<file path="config.mk">
export PLATFORM = sky130hd
export DESIGN_NAME = arc_regs
export DESIGN_NICKNAME = d
export VERILOG_FILES = /design/src/rtl/arc_pkg.sv /design/src/rtl/arc_regs.sv
export SDC_FILE = /design/constraint.sdc
export NUM_CORES = 2
export LEC_CHECK = 0
export ABC_AREA = 1
export BUFFER_PORTS_ARGS = -buffer_cell sky130_fd_sc_hd__buf_2
export CAP_MARGIN = 25
export CORE_ASPECT_RATIO = 1.4
export CORE_MARGIN = 5
export CORE_UTILIZATION = 35
export DETAILED_ROUTE_END_ITERATION = 10
export PLACE_DENSITY = 0.55
export SLEW_MARGIN = 30
export SYNTH_ARGS = -nofsm -noshare
export SYNTH_HDL_FRONTEND = slang
export SYNTH_SLANG_ARGS = --single-unit
export TNS_END_PERCENT = 5
</file>
<file path="constraint.sdc">
create_clock -name clk_sys_i -period 9.9 [get_ports clk_sys_i]
set_clock_uncertainty 0.2 [all_clocks]
set_input_delay 0 -clock clk_sys_i [delete_from_list [all_inputs] [get_ports clk_sys_i]]
set_output_delay 0 -clock clk_sys_i [all_outputs]
set_load 0.05 [all_outputs]
</file>
<file path="src/rtl/arc_pkg.sv">
// constants for the reference and calibration register bank
package arc_pkg;

    // register indices; byte address is four times the index
    localparam logic [5:0] IDX_REF_CFG  = 6'h06;
    localparam logic [5:0] IDX_OFS_LOW  = 6'h07;
    localparam logic [5:0] IDX_OFS_MID  = 6'h08;
    localparam logic [5:0] IDX_OFS_HIGH = 6'h09;
    localparam logic [5:0] IDX_GAIN_LOW = 6'h0a;
    localparam logic [5:0] IDX_GAIN_MID = 6'h0b;
    localparam logic [5:0] IDX_GAIN_HI  = 6'h0c;
    localparam logic [5:0] IDX_ROUTING  = 6'h0d;
    localparam logic [5:0] IDX_MAGNITUDE = 6'h0e;
    localparam logic [5:0] IDX_RESERVED = 6'h0f;

    // reset values
    localparam logic [7:0]  RST_REF_CFG   = 8'h05;
    localparam logic [23:0] RST_OFFSET    = 24'h00_0000;
    localparam logic [23:0] RST_GAIN      = 24'h40_0000;
    localparam logic [7:0]  RST_ROUTING   = 8'hff;
    localparam logic [7:0]  RST_MAGNITUDE = 8'h00;

    // field positions
    localparam int REF_ON_BIT   = 4;
    localparam int POS_SEL_LSB  = 2;
    localparam int NEG_SEL_LSB  = 0;
    localparam int SRC_TWO_LSB  = 4;
    localparam int SRC_ONE_LSB  = 0;

    // routing codes
    localparam logic [3:0] ROUTE_PIN_ONE = 4'h8;
    localparam logic [3:0] ROUTE_PIN_TWO = 4'h9;

    // gain word is scaled by 2^22, so 400000h is unity
    localparam int GAIN_SHIFT = 22;

    // avalon response codes
    localparam logic [1:0] RESP_OKAY   = 2'h0;
    localparam logic [1:0] RESP_DECODE = 2'h3;

    // magnitude codes 0000..1001 in microamps; others read as off
    localparam logic [11:0] MAG_UA_0 = 12'h000;
    localparam logic [11:0] MAG_UA_1 = 12'h032;
    localparam logic [11:0] MAG_UA_2 = 12'h064;
    localparam logic [11:0] MAG_UA_3 = 12'h0fa;
    localparam logic [11:0] MAG_UA_4 = 12'h1f4;
    localparam logic [11:0] MAG_UA_5 = 12'h2ee;
    localparam logic [11:0] MAG_UA_6 = 12'h3e8;
    localparam logic [11:0] MAG_UA_7 = 12'h5dc;
    localparam logic [11:0] MAG_UA_8 = 12'h7d0;
    localparam logic [11:0] MAG_UA_9 = 12'h9c4;

    typedef enum logic [0:0] {
        ARC_BUS_IDLE = 1'b0,
        ARC_BUS_ACK  = 1'b1
    } arc_bus_t;

endpackage

</file>
<file path="src/rtl/arc_regs.sv">
// reference, calibration and excitation register bank with correction datapath

////////////////////////////////////////////////////////////////////////////////
// Notes on behaviour
// - bit 4 of reference config turns internal reference on; resets off.
// - bits 3:2 pick positive reference source; resets to analog supply (01).
// - bits 1:0 pick negative reference source; resets to analog ground (01).
// - three byte registers form a 24-bit offset word, read/write, reset zero.
// - offset word is signed two's complement.
// - offset is subtracted first, gain scaling applied afterwards.
// - three byte registers form unsigned 24-bit gain word, reset 400000h.
// - corrected data is multiplied by gain word over 400000h.
// - source two routing at bits 7:4: 1000 pin one, 1001 pin two, reset 1111.
// - source one routing at bits 3:0: 1000 pin one, 1001 pin two, reset 1111.
// - source two magnitude at bits 7:4: codes 0..9 select off to 2500 uA.
// - source one magnitude at bits 3:0 uses same encoding, resets to off.
module arc_regs
    import arc_pkg::*;
(
    input  wire logic        clk_sys_i,
    input  wire logic        reset_n_i,
    input  wire logic        ce_i,
    input  wire logic [7:0]  address_i,
    input  wire logic        read_i,
    input  wire logic        write_i,
    input  wire logic [31:0] writedata_i,
    input  wire logic [3:0]  byteenable_i,
    output logic      [31:0] readdata_o,
    output logic      [1:0]  response_o,
    output logic             waitrequest_o,
    input  wire logic [23:0] raw_data_i,
    input  wire logic        raw_valid_i,
    output logic      [23:0] corrected_data_o,
    output logic             corrected_valid_o,
    output logic             internal_ref_on_o,
    output logic      [1:0]  pos_ref_select_o,
    output logic      [1:0]  neg_ref_select_o,
    output logic             source_one_pin_one_o,
    output logic             source_one_pin_two_o,
    output logic             source_two_pin_one_o,
    output logic             source_two_pin_two_o,
    output logic      [11:0] source_one_ua_o,
    output logic      [11:0] source_two_ua_o
);

    ////////////////////////////////////////////////////////////////////////////
    // register storage
    logic [23:0] offset_correction_word;
    logic [23:0] gain_correction_word;
    logic [3:0]  source_two_routing;
    logic [3:0]  source_one_routing;
    logic [3:0]  source_two_magnitude;
    logic [3:0]  source_one_magnitude;
    arc_bus_t    bus_state;

    logic        access;
    logic        wr_lane;
    logic        mapped;
    logic [5:0]  idx;
    logic [7:0]  rd_byte;

    assign idx     = address_i[7:2];
    assign access  = ce_i && (bus_state == ARC_BUS_ACK);
    assign wr_lane = access && write_i && byteenable_i[0];

    ////////////////////////////////////////////////////////////////////////////
    // address decode and read mux
    always_comb begin
        mapped  = 1'b1;
        rd_byte = 8'h00;
        if (address_i[1:0] != 2'b00) begin
            mapped = 1'b0;
        end else if (idx == IDX_REF_CFG) begin
            rd_byte = {3'b000, internal_ref_on_o, pos_ref_select_o, neg_ref_select_o};
        end else if (idx == IDX_OFS_LOW) begin
            rd_byte = offset_correction_word[7:0];
        end else if (idx == IDX_OFS_MID) begin
            rd_byte = offset_correction_word[15:8];
        end else if (idx == IDX_OFS_HIGH) begin
            rd_byte = offset_correction_word[23:16];
        end else if (idx == IDX_GAIN_LOW) begin
            rd_byte = gain_correction_word[7:0];
        end else if (idx == IDX_GAIN_MID) begin
            rd_byte = gain_correction_word[15:8];
        end else if (idx == IDX_GAIN_HI) begin
            rd_byte = gain_correction_word[23:16];
        end else if (idx == IDX_ROUTING) begin
            rd_byte = {source_two_routing, source_one_routing};
        end else if (idx == IDX_MAGNITUDE) begin
            rd_byte = {source_two_magnitude, source_one_magnitude};
        end else if (idx == IDX_RESERVED) begin
            rd_byte = 8'h00;
        end else begin
            mapped = 1'b0;
        end
    end

    ////////////////////////////////////////////////////////////////////////////
    // bus handshake: one wait cycle, then answer for one cycle
    always_ff @(posedge clk_sys_i or negedge reset_n_i) begin
        if (!reset_n_i) begin
            bus_state     <= ARC_BUS_IDLE;
            waitrequest_o <= 1'b1;
            readdata_o    <= 32'h0000_0000;
            response_o    <= RESP_OKAY;
        end else if (ce_i) begin
            case (bus_state)
                ARC_BUS_IDLE: begin
                    if (read_i || write_i) begin
                        bus_state     <= ARC_BUS_ACK;
                        waitrequest_o <= 1'b0;
                        readdata_o    <= {24'h00_0000, rd_byte};
                        response_o    <= mapped ? RESP_OKAY : RESP_DECODE;
                    end
                end
                ARC_BUS_ACK: begin
                    bus_state     <= ARC_BUS_IDLE;
                    waitrequest_o <= 1'b1;
                end
                default: begin
                    bus_state     <= ARC_BUS_IDLE;
                    waitrequest_o <= 1'b1;
                end
            endcase
        end
    end

    ////////////////////////////////////////////////////////////////////////////
    // reference configuration; reserved bits are not stored and read as zero
    always_ff @(posedge clk_sys_i or negedge reset_n_i) begin
        if (!reset_n_i) begin
            internal_ref_on_o <= RST_REF_CFG[REF_ON_BIT];
            pos_ref_select_o  <= RST_REF_CFG[POS_SEL_LSB +: 2];
            neg_ref_select_o  <= RST_REF_CFG[NEG_SEL_LSB +: 2];
        end else if (wr_lane && address_i[1:0] == 2'b00 && idx == IDX_REF_CFG) begin
            internal_ref_on_o <= writedata_i[REF_ON_BIT];
            pos_ref_select_o  <= writedata_i[POS_SEL_LSB +: 2];
            neg_ref_select_o  <= writedata_i[NEG_SEL_LSB +: 2];
        end
    end

    ////////////////////////////////////////////////////////////////////////////
    // calibration words, one byte per register
    always_ff @(posedge clk_sys_i or negedge reset_n_i) begin
        if (!reset_n_i) begin
            offset_correction_word <= RST_OFFSET;
            gain_correction_word   <= RST_GAIN;
        end else if (wr_lane && address_i[1:0] == 2'b00) begin
            // offset bytes, low address holds low byte
            if (idx == IDX_OFS_LOW) begin
                offset_correction_word[7:0] <= writedata_i[7:0];
            end else if (idx == IDX_OFS_MID) begin
                offset_correction_word[15:8] <= writedata_i[7:0];
            end else if (idx == IDX_OFS_HIGH) begin
                offset_correction_word[23:16] <= writedata_i[7:0];
            end else if (idx == IDX_GAIN_LOW) begin
                gain_correction_word[7:0] <= writedata_i[7:0];
            end else if (idx == IDX_GAIN_MID) begin
                gain_correction_word[15:8] <= writedata_i[7:0];
            end else if (idx == IDX_GAIN_HI) begin
                gain_correction_word[23:16] <= writedata_i[7:0];
            end
        end
    end

    ////////////////////////////////////////////////////////////////////////////
    // excitation source fields
    always_ff @(posedge clk_sys_i or negedge reset_n_i) begin
        if (!reset_n_i) begin
            source_two_routing   <= RST_ROUTING[SRC_TWO_LSB +: 4];
            source_one_routing   <= RST_ROUTING[SRC_ONE_LSB +: 4];
            source_two_magnitude <= RST_MAGNITUDE[SRC_TWO_LSB +: 4];
            source_one_magnitude <= RST_MAGNITUDE[SRC_ONE_LSB +: 4];
        end else if (wr_lane && address_i[1:0] == 2'b00) begin
            if (idx == IDX_ROUTING) begin
                source_two_routing <= writedata_i[SRC_TWO_LSB +: 4];
                source_one_routing <= writedata_i[SRC_ONE_LSB +: 4];
            end else if (idx == IDX_MAGNITUDE) begin
                source_two_magnitude <= writedata_i[SRC_TWO_LSB +: 4];
                source_one_magnitude <= writedata_i[SRC_ONE_LSB +: 4];
            end
        end
    end

    function automatic logic [11:0] mag_to_ua(input logic [3:0] code);
        logic [11:0] ua;
        case (code)
            4'h0: ua = MAG_UA_0;
            4'h1: ua = MAG_UA_1;
            4'h2: ua = MAG_UA_2;
            4'h3: ua = MAG_UA_3;
            4'h4: ua = MAG_UA_4;
            4'h5: ua = MAG_UA_5;
            4'h6: ua = MAG_UA_6;
            4'h7: ua = MAG_UA_7;
            4'h8: ua = MAG_UA_8;
            4'h9: ua = MAG_UA_9;
            default: ua = MAG_UA_0;
        endcase
        return ua;
    endfunction

    ////////////////////////////////////////////////////////////////////////////
    // decoded excitation controls, registered so outputs come from flops
    always_ff @(posedge clk_sys_i or negedge reset_n_i) begin
        if (!reset_n_i) begin
            source_one_pin_one_o <= 1'b0;
            source_one_pin_two_o <= 1'b0;
            source_two_pin_one_o <= 1'b0;
            source_two_pin_two_o <= 1'b0;
            source_one_ua_o      <= MAG_UA_0;
            source_two_ua_o      <= MAG_UA_0;
        end else if (ce_i) begin
            // source two and source one routing, other codes leave a source open
            source_two_pin_one_o <= (source_two_routing == ROUTE_PIN_ONE);
            source_two_pin_two_o <= (source_two_routing == ROUTE_PIN_TWO);
            source_one_pin_one_o <= (source_one_routing == ROUTE_PIN_ONE);
            source_one_pin_two_o <= (source_one_routing == ROUTE_PIN_TWO);
            source_two_ua_o      <= mag_to_ua(source_two_magnitude);
            source_one_ua_o      <= mag_to_ua(source_one_magnitude);
        end
    end

    ////////////////////////////////////////////////////////////////////////////
    // correction datapath: subtract, then scale and saturate
    logic signed [24:0] diff_q;
    logic               diff_valid;
    logic signed [49:0] product;
    logic signed [27:0] scaled;
    logic        [23:0] next_corrected;

    assign product = diff_q * $signed({1'b0, gain_correction_word});
    assign scaled  = product[GAIN_SHIFT +: 28];

    // clipping keeps a large gain from wrapping a full-scale input
    always_comb begin
        if (scaled > 28'sh07f_ffff) begin
            next_corrected = 24'h7f_ffff;
        end else if (scaled < -28'sh080_0000) begin
            next_corrected = 24'h80_0000;
        end else begin
            next_corrected = scaled[23:0];
        end
    end

    always_ff @(posedge clk_sys_i or negedge reset_n_i) begin
        if (!reset_n_i) begin
            diff_q            <= 25'sh000_0000;
            diff_valid        <= 1'b0;
            corrected_data_o  <= 24'h00_0000;
            corrected_valid_o <= 1'b0;
        end else if (ce_i) begin
            diff_valid        <= raw_valid_i;
            corrected_valid_o <= diff_valid;
            // signed offset, offset removed before scaling
            if (raw_valid_i) begin
                diff_q <= $signed({raw_data_i[23], raw_data_i})
                        - $signed({offset_correction_word[23], offset_correction_word});
            end
            // scale by gain word over 400000h
            if (diff_valid) begin
                corrected_data_o <= next_corrected;
            end
        end
    end
endmodule

</file>
==> results.txt <==
The number of vias after detailed routing came out at roughly 26000. For this run, the number of Yosys warnings is 0. The initial antenna violation count is 0.

The number of slew-limit violations in the final report came out at 0. The die outline height came out at roughly 370 µm. The logic depth of the worst setup path including buffers is 27. After layout, the design draws a total of 2.24 mW.

The number of clock sinks is between 150 and 200. The highest-delay cell along the critical path is fa_1. The critical path in this run is classified as flop to flop. The wire length of the first global-routing pass is approximately 150 mm. The accumulated negative setup slack is 0 ns.

The count of flip-flops with a built-in enable after synthesis came out at 0. STA classifies the critical path endpoint as a flop. The DRC violation count after routing came out at 0.

The maximum clock frequency came out at ~120 MHz. The number of distinct library cell variants in the gate-level netlist after synthesis is between 50 and 60. The internal reg-to-reg setup slack came out at 1.53 ns. The transition time of the tightest slew-check pin came out at roughly 1.1 ns. For this block, the initial DRC count from the detailed router was 1161. The final weighted congestion in routability-driven placement came out at about 0.89. Setup violations remaining at the end of the flow were counted as 0.

The worst path required time came out at roughly 10 ns. The proportion of synthesized chip area in sequential cells came out at 0.121. The number of levels in the clock H-tree is 4.

IR analysis of the VDD net gives a maximum drop of around 0.00015 V. The checks that failed: negative hold slack. The min-delay analysis places its worst path in the category input pin to async pin. The area added between synthesis and finish came out at 9.07%. The width of the die came out at 268 µm.

The count of cells resized by post-cts repair came out at 0. The detailed placement HPWL is between 70 and 80 mm. The antenna diode instance count came out at 0. The final-layout worst hold slack came out at -0.0339 ns. The share of synthesized registers carrying an async set or reset came out at 1.00.

The fraction of the core area covered by cells at the end of the flow came out at 0.384. In this run the mean area of a mapped cell was approximately 7.6 µm². The number of buffers and inverters on the critical path came out at 7. Synthesis handed over a netlist of between 4000 and 5000 instances. Following the worst setup path forward leads to its endpoint at corrected_data_o[21]. Of the post-synthesis cell area, the dominant cell type holds 0.389. Setup repair after global routing left no endpoint under its margin. The leakage power summed over all cells came out at 21.5 nW. The top-level I/O count came out at around 170. Global routing finished with a remaining overflow of 0.

The starting density of the core is 0.352. The number of buffers added by the clock tree synthesis step came out at 17. fa_1 takes more of the synthesized area than any other cell. Yosys instantiated no cell more often than inv_1. Counting stages on the worst path, the most repeated cell is fa_1.

The total number of placement rows came out at around 130. The core area is just over 90000 µm². The tool flagged a number of max-cap violations equal to 0.

In this run the tightest slew margin relative to its limit is 0.292. The die area came out at about 100000 µm². Dividing the detail-routed via count by the number of cells gives about 4.6. The family of cells with the greatest summed delay on the critical path is adder cells. Across every metal layer, demand over resource in global routing totals 0.196. By area the synthesized netlist is led by fa_1, inv_1, nand2_1. The number of buffers on the longest clock path is 2.

In this design, the stage delay of the slowest critical-path cell is between 0.7 and 0.8 ns. The commonest register cell after synthesis is dfrtp_1. The post-synthesis register bit count is ~160.

In this run the remaining antenna-violating nets after routing total 0. The worst setup path is launched from a flop. Tracing the worst setup path back leads to its startpoint at diff_q[24]. Of all nets on the critical path, the largest fanout is 23. The worst flop-to-flop path endpoint is corrected_data_o[21]. The number of global-route vias before repair is between 20000 and 30000.

The worst register-to-register path begins at diff_q[24]. For the worst-skew pair, the clock arrives at the later sink with an insertion delay of approximately 0.48 ns. Entering global routing, the biggest net connects 85 pins. The clock period could shrink to about 8.4 ns. The flow ran to the end, but the final reports show violations. The number of nets in the final layout is around 5200. The final hold violation count was 42. The cell sitting at the root of the clock tree is a clkbuf_16. In the final layout, the share of cells above drive strength 1 is 0.0716. Counting instances in the post-synthesis netlist gives the leading cell types as inv_1, nand2_1, fa_1.

The area of the mapped netlist came out at around 33000 µm². The logic depth of the worst register-to-register path came out at 27. The signal arrival time at the worst endpoint came out at 8.53 ns.

In the finished design, the share of the clock period the worst path needs comes to 0.845. The first detailed-routing pass took 8 iterations. The CTS clock-pin slew for the worst setup and hold paths came out at roughly 0.10 ns.

The TritonCTS clock tree is yes. The power density normalized to cell area is between 60 and 70 nW/µm². In the final routed layout, each cell accounts on average for roughly 17 µm. The overall routed net length is ~94 mm. The count of buffers from port buffering is between 100 and 150.
## per-stage QoR
step                hold WS (ns)  cells  setup WS (ns)  instance area [µm²]
floorplan                 -0.496   4292           2.55                32700
global placement         -0.0313   5467           1.57                34300
detailed placement       -0.0307   5467           1.46                34300
CTS                      0.00333   5562           1.42                35500
global route              0.0419   5562           1.06                35600
finish                   -0.0339   5562           1.53                35600
## layout make-up
class	instances	area (µm²)
fill	9695	56900
multi-input combinational	2616	22900
inverter	1319	4950
sequential	157	3950
timing repair buffer	232	1630
tap	1206	1510
clock buffer	17	425
clock inverter	15	204
## cell families (layout without fill, tap and decap cells)
logic type                 count (synthesis)  in the layout  synth area share
adders and majority gates                810            810             0.457
buffers and inverters                   1519           1583             0.180
and+or+nand+nor                         1414           1414             0.173
xor gates and xnor gates                  44             44            0.0118
AOI/OAI and AO/OA                        322            322            0.0575
other                                      1             26          0.000115
DFF                                      157            157             0.121
## worst register-to-register path: stages, from the launching register on
cell and delay [ns]:
dfrtp_1 0.37, buf_4 0.31, nand2_1 0.16, inv_1 0.16, fa_1 0.48, fa_1 0.74
inv_1 0.15, fa_1 0.79, inv_1 0.36, fa_1 0.53, fa_1 0.52, fa_1 0.55
inv_1 0.05, fa_1 0.47, inv_1 0.04, ha_1 0.36, a21oi_1 0.25, nand2_1 0.11
o21bai_1 0.21, nand2_1 0.08, o211ai_1 0.07, a21oi_1 0.27, nand2_1 0.12, nand2_1 0.07
nand2_1 0.10, a21oi_4 0.42, buf_4 0.27, a21oi_2 0.07
## where the power goes
| part | switching [mW] | leakage (nW) | internal [mW] |
|---|---|---|---|
| registers | 0.0617 | 2.02 | 0.696 |
| logic | 0.563 | 19.2 | 0.203 |
| clock network | 0.368 | 0.303 | 0.350 |
## worst min path at each step
stage / start / endpoint / slack [ns]
finish: reset_n_i / corrected_data_o[6] / -0.03
global route: reset_n_i / corrected_data_o[6] / 0.04
CTS: reset_n_i / corrected_data_o[6] / 0.003
detailed placement: reset_n_i / source_one_ua_o[4] / -0.03
global placement: reset_n_i / corrected_data_o[19] / -0.03
floorplan: reset_n_i / bus_state / -0.50
## layer usage
metal / track usage / part of all wire
met3: 0.0169 / 0.032
met1: 0.227 / 0.40
met5: 0 / 0
met2: 0.375 / 0.53
met4: 0.0672 / 0.036
## registers in the layout (all words and copies together) (netlist names), 2 cells and up
register / flops
diff_q: 25
corrected_data_o: 24
source_two_ua_o: 11
readdata_o: 8
source_two_routing: 4
source_one_ua_o: 11
gain_correction_word: 24
neg_ref_select_o: 2
offset_correction_word: 24
pos_ref_select_o: 2
source_two_magnitude: 4
source_one_routing: 4
source_one_magnitude: 4
## cells in the final DEF (no fill, tap or decap), types with 5 or more instances in the layout
cell | netlist | layout
clkinv_8 | 0 | 5
a21o_1 | 5 | 5
o21ai_0 | 138 | 138
fa_1 | 633 | 633
xnor2_1 | 23 | 23
ha_1 | 177 | 177
o211ai_1 | 13 | 13
dlygate4sd3_1 | 0 | 63
nand2_2 | 29 | 29
buf_2 | 7 | 112
o22ai_1 | 6 | 6
nor2_1 | 152 | 152
nor3_1 | 15 | 15
clkbuf_16 | 0 | 17
a21oi_2 | 21 | 21
inv_1 | 1308 | 1308
o21bai_1 | 14 | 14
buf_4 | 28 | 55
nand3_1 | 68 | 68
xor2_1 | 21 | 21
a21oi_1 | 87 | 87
nand4_1 | 10 | 10
dfrtp_2 | 0 | 5
or2_2 | 6 | 6
nand2_1 | 1105 | 1105
dfrtp_1 | 145 | 140
nor2_2 | 15 | 15
dfstp_2 | 12 | 12
inv_2 | 10 | 10
a31oi_1 | 17 | 17
conb_1 | 1 | 26
## repair_timing
item                                   4_1_cts  5_1_grt
setup buffers                                0        0
hold buffers                                63        0
endpoints found under the hold margin      207        0
(Power assumes the default switching activity.)
